**src/design/crs_pkg.sv**
```systemverilog
// Purpose: Constants shared by the card register set
// Assumes: Avalon-MM word addressing on byte addresses, 32-bit data
// Notes: Offsets are byte addresses of aligned words

package crs_pkg;
   localparam int unsigned ADDR_W = 8;
   localparam int unsigned DATA_W = 32;
   localparam int unsigned REG_W = 128;

   // Register map
   localparam logic [7:0] OFS_OPCOND = 8'h00;
   localparam logic [7:0] OFS_IDENT0 = 8'h04;
   localparam logic [7:0] OFS_SPEC0 = 8'h14;
   localparam logic [7:0] OFS_WRFIELDS = 8'h24;
   localparam logic [7:0] OFS_CTRL = 8'h28;
   localparam logic [7:0] OFS_SERIAL = 8'h2C;
   localparam logic [7:0] OFS_DATEREV = 8'h30;
   localparam logic [7:0] OFS_ENHSECT = 8'h34;
   localparam logic [7:0] OFS_USERSECT = 8'h38;
   localparam logic [7:0] OFS_BUSWIDTH = 8'h3C;
   localparam logic [7:0] OFS_STATUS = 8'h40;
   localparam logic [7:0] OFS_EXTSECT = 8'h44;

   // Operating-conditions word fields
   localparam int unsigned OC_BUSY = 31;
   localparam logic [1:0] OC_ACCESS_SECTOR = 2'h2;
   localparam logic [8:0] OC_HIGH_RANGE = 9'h1FF;
   localparam logic OC_LOW_RANGE = 1'b1;

   // Identification fixed fields
   localparam logic [7:0] ID_MAKER = 8'hA5; // Arbitrary value
   localparam logic [47:0] ID_PRODUCT = 48'h0000_0000_0001; // Arbitrary value
   localparam logic [1:0] ID_PKG_EMBEDDED = 2'h1;

   // Card-specific fixed fields
   localparam logic [1:0] CS_STRUCT = 2'h3;
   localparam logic [3:0] CS_SPEC = 4'h4;
   localparam logic [7:0] CS_READ_TIME = 8'h0E;
   localparam logic [7:0] CS_READ_CYCLES = 8'h00;
   localparam logic [7:0] CS_BUS_FREQ = 8'h32;
   localparam logic [11:0] CS_CMD_CLASSES = 12'h0F5;
   localparam logic [3:0] CS_BLOCK_LEN = 4'h9;
   localparam logic [11:0] CS_LEGACY_SIZE = 12'hFFF;
   localparam logic [2:0] CS_CURRENT = 3'h7;
   localparam logic [2:0] CS_SIZE_MULT = 3'h7;
   localparam logic [4:0] CS_ERASE_GRP = 5'h1F;
   localparam logic [4:0] CS_ERASE_MULT = 5'h1F;
   localparam logic [4:0] CS_PROT_GRP = 5'h0F;
   localparam logic [2:0] CS_WRITE_SPEED = 3'h4;

   // Capacity
   localparam logic [31:0] EXT_SECTOR_COUNT = 32'h00E9_0000;

   // Checksum polynomial x^7 + x^3 + 1
   localparam logic [6:0] CRC7_POLY = 7'h09;

   // Power-up routine length in sampled link clock rising edges
   localparam logic [7:0] POWERUP_EDGES = 8'h4A;

   // Data line widths
   typedef enum logic [2:0]
   {
      CRS_BW_1 = 3'b001,
      CRS_BW_4 = 3'b010,
      CRS_BW_8 = 3'b100
   } crs_width_e;
   localparam logic [7:0] LINES_1 = 8'h01;
   localparam logic [7:0] LINES_4 = 8'h0F;
   localparam logic [7:0] LINES_8 = 8'hFF;
endpackage

```
**src/design/crs_card_register_set.sv**
```systemverilog
// Purpose: Identification, capability and protection registers of a flash card
// Assumes: Avalon-MM slave on mclk; link clock sampled as plain input
// Notes: Checksums recomputed combinationally from live register contents
//
// The register addresses and the Avalon-MM slave port were left to the implementer.

`timescale 1ns/1ps

// What this block does
// - Busy bit 31 stays low until the power-up routine finishes.
// - Voltage window: bit 7 set, bits 23:15 set, other window bits zero.
// - Access-mode bits 30:29 always read 10, sector addressing.
// - Identification carries CRC7 in bits 7:1, bit 0 reads one.
// - Package kind reads 01; reserved bits and OEM code read zero.
// - Identification holds serial 47:16, date 15:8, revision 55:48.
// - Structure version 3, spec version 4, bits 121:120 zero.
// - Read access time 0x0E, cycle time zero, bus frequency code 0x32.
// - Command class mask reads 0x0F5.
// - Block lengths 9; partial and misaligned access both reported disallowed.
// - Bit 76 zero: no driver-stage register.
// - Legacy size reads 0xFFF and multiplier 7.
// - Sector count 0x00E90000; user capacity shrinks by enhanced area.
// - All four legacy current codes read 7.
// - Erase group size and multiplier 0x1F, protect group 0x0F, enabled.
// - Write speed 4; default ECC and content protection read zero.
// - Host-writable protection and format fields, erasable ones, default zero.
// - Card-specific bit 0 reads one under its 7-bit checksum.
// - One, four or eight data lines, chosen by host.
module crs_card_register_set
   import crs_pkg::*;
(
   input wire logic mclk,
   input wire logic rst_b,
   input wire logic [crs_pkg::ADDR_W-1:0] avs_address,
   input wire logic avs_read,
   input wire logic avs_write,
   input wire logic [crs_pkg::DATA_W-1:0] avs_writedata,
   input wire logic [3:0] avs_byteenable,
   output logic [crs_pkg::DATA_W-1:0] avs_readdata,
   output logic avs_waitrequest,
   input wire logic link_clk,
   output logic [31:0] operating_conditions,
   output logic [crs_pkg::REG_W-1:0] card_identification,
   output logic [crs_pkg::REG_W-1:0] card_specific_data,
   output logic [7:0] data_lines_en,
   output logic [31:0] user_sectors
);
   import crs_pkg::*;

   logic rst_meta_q;
   logic rst_sync_b;
   logic link_meta_q;
   logic link_sync_q;
   logic link_prev_q;
   logic link_rise;
   logic [7:0] pwr_cnt_q;
   logic pwr_done_q;
   logic link_seen_q;
   logic ack_q;
   logic req;
   logic wr_en;
   logic [31:0] be_mask;
   logic file_grp_q;
   logic copy_q;
   logic perm_prot_q;
   logic tmp_prot_q;
   logic [1:0] file_fmt_q;
   logic [1:0] ecc_q;
   logic [31:0] serial_q;
   logic [7:0] date_q;
   logic [7:0] rev_q;
   logic [31:0] enh_sect_q;
   crs_width_e width_q;
   logic [31:0] ocr_d;
   logic [127:0] cid_d;
   logic [127:0] csd_d;
   logic [31:0] user_d;
   logic [31:0] rdata_d;
   logic [31:0] wmerge;

   // Serial CRC7 over the 120 bits above the checksum field
   function automatic logic [6:0] crc7_of(input logic [119:0] bits);
      logic [6:0] crc;
      logic fb;
      crc = '0;
      for (int i = 119; i >= 0; i--)
      begin
         fb = bits[i] ^ crc[6];
         crc = {crc[5:0], 1'b0} ^ (fb ? CRC7_POLY : 7'h00);
      end
      return crc;
   endfunction

   // Reset release synchroniser
   always_ff @(posedge mclk or negedge rst_b)
   begin
      if (!rst_b)
      begin
         rst_meta_q <= 1'b0;
         rst_sync_b <= 1'b0;
      end
      else
      begin
         rst_meta_q <= 1'b1;
         rst_sync_b <= rst_meta_q;
      end
   end

   // Link clock comes from the host; sample it and find its rising edges
   always_ff @(posedge mclk or negedge rst_sync_b)
   begin
      if (!rst_sync_b)
      begin
         link_meta_q <= 1'b0;
         link_sync_q <= 1'b0;
         link_prev_q <= 1'b0;
      end
      else
      begin
         link_meta_q <= link_clk;
         link_sync_q <= link_meta_q;
         link_prev_q <= link_sync_q;
      end
   end

   assign link_rise = link_sync_q & ~link_prev_q;

   // Power-up routine: runs on the host clock edges after reset
   always_ff @(posedge mclk or negedge rst_sync_b)
   begin
      if (!rst_sync_b)
      begin
         pwr_cnt_q <= 8'h00;
         pwr_done_q <= 1'b0;
         link_seen_q <= 1'b0;
      end
      else if (link_rise)
      begin
         link_seen_q <= 1'b1;
         if (pwr_cnt_q == POWERUP_EDGES - 8'h01)
         begin
            pwr_done_q <= 1'b1;
         end
         else if (!pwr_done_q)
         begin
            pwr_cnt_q <= pwr_cnt_q + 8'h01;
         end
      end
   end

   // Bus handshake: one wait cycle, answer on the second edge
   // A write lands only on the edge that ends the wait, where the master sees it accepted
   assign req = avs_read | avs_write;
   assign avs_waitrequest = req & ~ack_q;
   assign wr_en = avs_write & ack_q;

   always_ff @(posedge mclk or negedge rst_sync_b)
   begin
      if (!rst_sync_b)
      begin
         ack_q <= 1'b0;
      end
      else
      begin
         ack_q <= req & ~ack_q;
      end
   end

   always_comb
   begin
      be_mask = {{8{avs_byteenable[3]}}, {8{avs_byteenable[2]}},
                 {8{avs_byteenable[1]}}, {8{avs_byteenable[0]}}};
   end

   // Host-writable card-specific fields
   always_ff @(posedge mclk or negedge rst_sync_b)
   begin
      if (!rst_sync_b)
      begin
         file_grp_q <= 1'b0;
         copy_q <= 1'b0;
         perm_prot_q <= 1'b0;
         tmp_prot_q <= 1'b0;
         file_fmt_q <= 2'h0;
         ecc_q <= 2'h0;
      end
      else if (wr_en && avs_address == OFS_WRFIELDS && avs_byteenable[1])
      begin
         // Copy and permanent protection are one-time: they only set
         file_grp_q <= avs_writedata[15];
         copy_q <= copy_q | avs_writedata[14];
         perm_prot_q <= perm_prot_q | avs_writedata[13];
         tmp_prot_q <= avs_writedata[12];
         file_fmt_q <= avs_writedata[11:10];
         ecc_q <= avs_writedata[9:8];
      end
      else if (wr_en && avs_address == OFS_CTRL && avs_byteenable[0] && avs_writedata[0])
      begin
         // Erase clears only the erasable fields
         tmp_prot_q <= 1'b0;
         ecc_q <= 2'h0;
      end
   end

   // Per-unit identity loaded by local software
   assign wmerge = avs_writedata & be_mask;

   always_ff @(posedge mclk or negedge rst_sync_b)
   begin
      if (!rst_sync_b)
      begin
         serial_q <= 32'h0000_0000;
         date_q <= 8'h00;
         rev_q <= 8'h00;
         enh_sect_q <= 32'h0000_0000;
      end
      else if (wr_en)
      begin
         unique case (avs_address)
            OFS_SERIAL:
            begin
               serial_q <= wmerge | (serial_q & ~be_mask);
            end
            OFS_DATEREV:
            begin
               if (avs_byteenable[0])
               begin
                  date_q <= avs_writedata[7:0];
               end
               if (avs_byteenable[1])
               begin
                  rev_q <= avs_writedata[15:8];
               end
            end
            OFS_ENHSECT:
            begin
               enh_sect_q <= wmerge | (enh_sect_q & ~be_mask);
            end
            default:
            begin
            end
         endcase
      end
   end

   // Data line width; an illegal code leaves the setting alone
   always_ff @(posedge mclk or negedge rst_sync_b)
   begin
      if (!rst_sync_b)
      begin
         width_q <= CRS_BW_1;
      end
      else if (wr_en && avs_address == OFS_BUSWIDTH && avs_byteenable[0])
      begin
         unique case (avs_writedata[1:0])
            2'h0: width_q <= CRS_BW_1;
            2'h1: width_q <= CRS_BW_4;
            2'h2: width_q <= CRS_BW_8;
            default: width_q <= width_q;
         endcase
      end
   end

   // Register images
   always_comb
   begin
      ocr_d = 32'h0000_0000;
      ocr_d[OC_BUSY] = pwr_done_q;
      ocr_d[30:29] = OC_ACCESS_SECTOR;
      ocr_d[23:15] = OC_HIGH_RANGE;
      ocr_d[7] = OC_LOW_RANGE;

      cid_d = '0;
      cid_d[127:120] = ID_MAKER;
      cid_d[113:112] = ID_PKG_EMBEDDED;
      cid_d[103:56] = ID_PRODUCT;
      cid_d[55:48] = rev_q;
      cid_d[47:16] = serial_q;
      cid_d[15:8] = date_q;
      cid_d[7:1] = crc7_of(cid_d[127:8]);
      cid_d[0] = 1'b1;

      csd_d = '0;
      csd_d[127:126] = CS_STRUCT;
      csd_d[125:122] = CS_SPEC;
      csd_d[119:112] = CS_READ_TIME;
      csd_d[111:104] = CS_READ_CYCLES;
      csd_d[103:96] = CS_BUS_FREQ;
      csd_d[95:84] = CS_CMD_CLASSES;
      csd_d[83:80] = CS_BLOCK_LEN;
      csd_d[73:62] = CS_LEGACY_SIZE;
      csd_d[61:59] = CS_CURRENT;
      csd_d[58:56] = CS_CURRENT;
      csd_d[55:53] = CS_CURRENT;
      csd_d[52:50] = CS_CURRENT;
      csd_d[49:47] = CS_SIZE_MULT;
      csd_d[46:42] = CS_ERASE_GRP;
      csd_d[41:37] = CS_ERASE_MULT;
      csd_d[36:32] = CS_PROT_GRP;
      csd_d[31] = 1'b1;
      csd_d[28:26] = CS_WRITE_SPEED;
      csd_d[25:22] = CS_BLOCK_LEN;
      csd_d[15] = file_grp_q;
      csd_d[14] = copy_q;
      csd_d[13] = perm_prot_q;
      csd_d[12] = tmp_prot_q;
      csd_d[11:10] = file_fmt_q;
      csd_d[9:8] = ecc_q;
      csd_d[7:1] = crc7_of(csd_d[127:8]);
      csd_d[0] = 1'b1;

      // Saturate so an oversized enhanced area cannot wrap the capacity
      if (enh_sect_q >= EXT_SECTOR_COUNT)
      begin
         user_d = 32'h0000_0000;
      end
      else
      begin
         user_d = EXT_SECTOR_COUNT - enh_sect_q;
      end
   end

   // Read mux; unmapped addresses read zero
   always_comb
   begin
      rdata_d = 32'h0000_0000;
      unique case (avs_address)
         OFS_OPCOND: rdata_d = ocr_d;
         OFS_IDENT0: rdata_d = cid_d[31:0];
         OFS_IDENT0 + 8'h04: rdata_d = cid_d[63:32];
         OFS_IDENT0 + 8'h08: rdata_d = cid_d[95:64];
         OFS_IDENT0 + 8'h0C: rdata_d = cid_d[127:96];
         OFS_SPEC0: rdata_d = csd_d[31:0];
         OFS_SPEC0 + 8'h04: rdata_d = csd_d[63:32];
         OFS_SPEC0 + 8'h08: rdata_d = csd_d[95:64];
         OFS_SPEC0 + 8'h0C: rdata_d = csd_d[127:96];
         OFS_WRFIELDS: rdata_d = {16'h0000, csd_d[15:0]};
         OFS_SERIAL: rdata_d = serial_q;
         OFS_DATEREV: rdata_d = {16'h0000, rev_q, date_q};
         OFS_ENHSECT: rdata_d = enh_sect_q;
         OFS_USERSECT: rdata_d = user_d;
         OFS_BUSWIDTH:
         begin
            unique case (width_q)
               CRS_BW_1: rdata_d = 32'h0000_0000;
               CRS_BW_4: rdata_d = 32'h0000_0001;
               CRS_BW_8: rdata_d = 32'h0000_0002;
            endcase
         end
         OFS_STATUS: rdata_d = {30'h0000_0000, link_seen_q, pwr_done_q};
         OFS_EXTSECT: rdata_d = EXT_SECTOR_COUNT;
         default: rdata_d = 32'h0000_0000;
      endcase
   end

   // Read data is captured on the first edge of a read and held
   always_ff @(posedge mclk or negedge rst_sync_b)
   begin
      if (!rst_sync_b)
      begin
         avs_readdata <= 32'h0000_0000;
      end
      else if (avs_read && !ack_q)
      begin
         avs_readdata <= rdata_d;
      end
   end

   // Registered images for the command engine
   always_ff @(posedge mclk or negedge rst_sync_b)
   begin
      if (!rst_sync_b)
      begin
         operating_conditions <= 32'h0000_0000;
         card_identification <= '0;
         card_specific_data <= '0;
         user_sectors <= 32'h0000_0000;
         data_lines_en <= LINES_1;
      end
      else
      begin
         operating_conditions <= ocr_d;
         card_identification <= cid_d;
         card_specific_data <= csd_d;
         user_sectors <= user_d;
         unique case (width_q)
            CRS_BW_1: data_lines_en <= LINES_1;
            CRS_BW_4: data_lines_en <= LINES_4;
            CRS_BW_8: data_lines_en <= LINES_8;
         endcase
      end
   end
endmodule

```
**config.mk**
```make
export PLATFORM = sky130hd
export DESIGN_NAME = crs_card_register_set
export DESIGN_NICKNAME = d
export VERILOG_FILES = /design/src/design/crs_pkg.sv /design/src/design/crs_card_register_set.sv
export SDC_FILE = /design/constraint.sdc
export NUM_CORES = 1
export LEC_CHECK = 0
export BUFFER_PORTS_ARGS = -buffer_cell sky130_fd_sc_hd__buf_2
export CAP_MARGIN = 25
export CELL_PAD_IN_SITES_DETAIL_PLACEMENT = 1
export CELL_PAD_IN_SITES_GLOBAL_PLACEMENT = 2
export CORE_MARGIN = 3
export CORE_UTILIZATION = 32
export CTS_CLUSTER_SIZE = 40
export DETAILED_ROUTE_END_ITERATION = 8
export GPL_TIMING_DRIVEN = 0
export HOLD_SLACK_MARGIN = 0.15
export PLACE_DENSITY = 0.86
export SETUP_SLACK_MARGIN = 0.3
export SYNTH_ARGS = -nofsm -noshare
export SYNTH_HDL_FRONTEND = slang
export SYNTH_SLANG_ARGS = --single-unit
```
**constraint.sdc**
```tcl
create_clock -name mclk -period 8.5 [get_ports mclk]
set_input_delay 0 -clock mclk [delete_from_list [all_inputs] [get_ports mclk]]
set_output_delay 0 -clock mclk [all_outputs]
set_load 0.01 [all_outputs]
```
==> results_dict.tcl <==
set metrics [dict create \
    track_usage 0.2229 \
    path_cells "xnor3_1 > xnor3_1 > xor3_1 > xnor2_1 > xnor2_1 > a221oi_1 > o21ai_0" \
    yosys.area.top_type "dfrtp_1" \
    ys_ff_latch 245 \
    slew_headroom 0.2722 \
    p_leak_nw 8.723 \
    max_freq_ghz 0.2914 \
    coreArea_um2 38920 \
    yosys.cell_count.top_type "dfrtp_1" \
    post_cts_resized 0 \
    fin_crit_sh 0.4037 \
    reg2reg_depth 7 \
    drtIter0Drc 795 \
    cts_root_buf "clkbuf_16" \
    gr-total-overflow 0 \
    async_flop_share 1.000 \
    cts_sinks 245 \
    period_minus_slack_ns 3.432 \
    cp-end-kind "flip-flop" \
    power.density_nw_per_um2 177.6 \
    grt_max_degree 72 \
    start_util 0.3260 \
    area_growth_pct 32.07 \
    seq_area_frac_synth 0.4834 \
    synthFlopType "dfrtp_1" \
    path_max_fanout 6 \
    max_cap_viol_count 0 \
    slowest_delay_ns 0.63 \
    synth_commonest_cells "dfrtp_1, buf_4, mux2_2" \
    placed_cells 2056 \
    grt_pass1_wl_mm 70.10 \
    run_status "complete, no violations" \
    drive_gt1_frac 0.3987 \
    hpwl_mm 37.30 \
    max-vdd-ir-drop_v 0.0001301 \
    synth_area_leaders "dfrtp_1, buf_4, mux2_2" \
    synth_cell_types 62 \
    clockBufferDepth 3 \
    htreeDepth 1 \
    maxSlewViolCount 0 \
    finClkSkew_ns 0.02275 \
    r2r_end "avs_readdata[3]" \
    hold_class "primary input to flip-flop" \
    holdCritStartpoint "avs_address[0]" \
    r2r_slack_ns 5.07 \
    port_buffers 271 \
    nets 1670 \
    critPathKind "flip-flop to flip-flop" \
    cp.depth 7 \
    required_ns 8.89 \
    worst_pin_slew_ns 1.083 \
    fillCellCount 4426 \
    via_per_inst 4.714 \
    clock_latency_ns 0.56 \
    syn_inst 1113 \
    die_h_um 205.1 \
    fin_cells 2152 \
    finalSetupTns_ns 0 \
    grt_setup_unrepaired "no" \
    synth_top_area_frac 0.4813 \
    drcViolationCount 0 \
    syn_area_per_cell_um2 11.40 \
    num_vias 10140 \
    cts_tree "built" \
    final_hold_viol_count 0 \
    globalplace.congestion 0.9757 \
    crit_arrival_ns 3.83 \
    worstSetupEndpoint "avs_readdata[3]" \
    wl_per_cell_um 22.38 \
    crit_family "XOR/XNOR gates" \
    io_pins 410 \
    rows 72 \
    path_clk_slew_ns 0.06 \
    dieArea_um2 42070 \
    ant_nets 0 \
    synth-edff-count 0 \
    cts-buffers-inserted 27 \
    crit_buf_inv 0 \
    antenna_found_initial 3 \
    grt_pass1_vias 10640 \
    die_w_um 205.1 \
    slowest_stage "dfrtp_1" \
    ys_warn_count 0 \
    syn-cell-area_um2 12690 \
    wirelength_mm 48.17 \
    setup_viol 0 \
    startpoint_type "flip-flop" \
    drtPass1Iterations 5 \
]
## worst register-to-register path: stages (launching register included)
cell and delay, ns:
dfrtp_1 0.63, xnor3_1 0.55, xnor3_1 0.43, xor3_1 0.43, xnor2_1 0.28, xnor2_1 0.17, a221oi_1 0.63, o21ai_0 0.16
## kinds of logic after synthesis
group,synth area share
fa+ha+maj,0.005918
other cells,0.0005920
compound gates,0.1021
flops,0.4834
mux,0.07180
simple gates,0.07950
xor+xnor,0.1097
buf+inv,0.1471
## how the worst min path moves through the flow
stage | end | slack [ns] | depth (start not counted)
2_1_floorplan | rst_meta_q | -0.30 | 0
3_3_place_gp | rst_meta_q | -0.21 | 1
3_5_place_dp | rst_meta_q | -0.21 | 1
4_1_cts | avs_readdata[29] | 0.18 | 6
5_1_grt | width_q[1] | 0.24 | 5
6_report | avs_readdata[29] | 0.22 | 6
## layout make-up
type / instances / area [um^2] / share of cell area
plain buffers: 261 / 1813 / 0.1082
clock inverters: 10 / 101.3 / 0.006049
repair buffers: 328 / 1973 / 0.1178
flip-flops and latches: 245 / 6137 / 0.3663
diodes: 1 / 2.502 / 0.0001494
inverters: 14 / 52.55 / 0.003136
clock buffers: 37 / 783.3 / 0.04675
well taps: 518 / 648.1 / 0.03868
multi-input cells: 738 / 5244 / 0.3130
## where the power goes
| group | internal [W] | switching, W |
|---|---|---|
| Clock | 0.000677 | 0.000494 |
| Sequential | 0.00122 | 0.0000468 |
| Combinational | 0.000254 | 0.000280 |
## cell usage in the layout (no fill, tap or decap), types with 33 or more instances in the layout
| cell | instances |
|---|---|
| mux2_2 | 80 |
| nor2_1 | 60 |
| o21ai_0 | 33 |
| dlygate4sd3_1 | 47 |
| nand2_1 | 63 |
| conb_1 | 147 |
| dfrtp_1 | 242 |
| xnor2_1 | 62 |
| clkbuf_1 | 40 |
| buf_2 | 273 |
| buf_4 | 225 |
## what timing repair did
item / 4_1_cts / 5_1_grt
setup buffers: 0 / 0
hold endpoints to repair: 95 / 0
hold buffers: 47 / 0
## layer usage
| layer | routed length [um] | global-route usage | part of all wire | vias to the layer above |
|---|---|---|---|---|
| met1 | 20850 | 0.3040 | 0.43 | 5088 |
| met2 | 22730 | 0.3753 | 0.47 | 450 |
| met5 | 0 | 0 | 0 | - |
| li1 | - | - | - | 4546 |
| met3 | 3635 | 0.03703 | 0.075 | 60 |
| met4 | 951 | 0.04662 | 0.020 | 0 |
## stage by stage
stage	hold slack (ns)	power, W	util	instance area [um^2]	setup slack [ns]
after floorplan	-0.2956	0.001639	-	13230	1.169
after global placement	-0.2137	0.001796	0.3915	15230	-1.300
after detailed placement	-0.2128	0.001809	0.3954	15390	5.141
after CTS	0.1833	0.003008	0.4303	16740	5.099
after global routing	0.2435	0.003117	0.4305	16750	4.914
final	0.2191	0.002976	0.4305	16750	5.068
No activity file was read; power rests on OpenSTA's default activity.
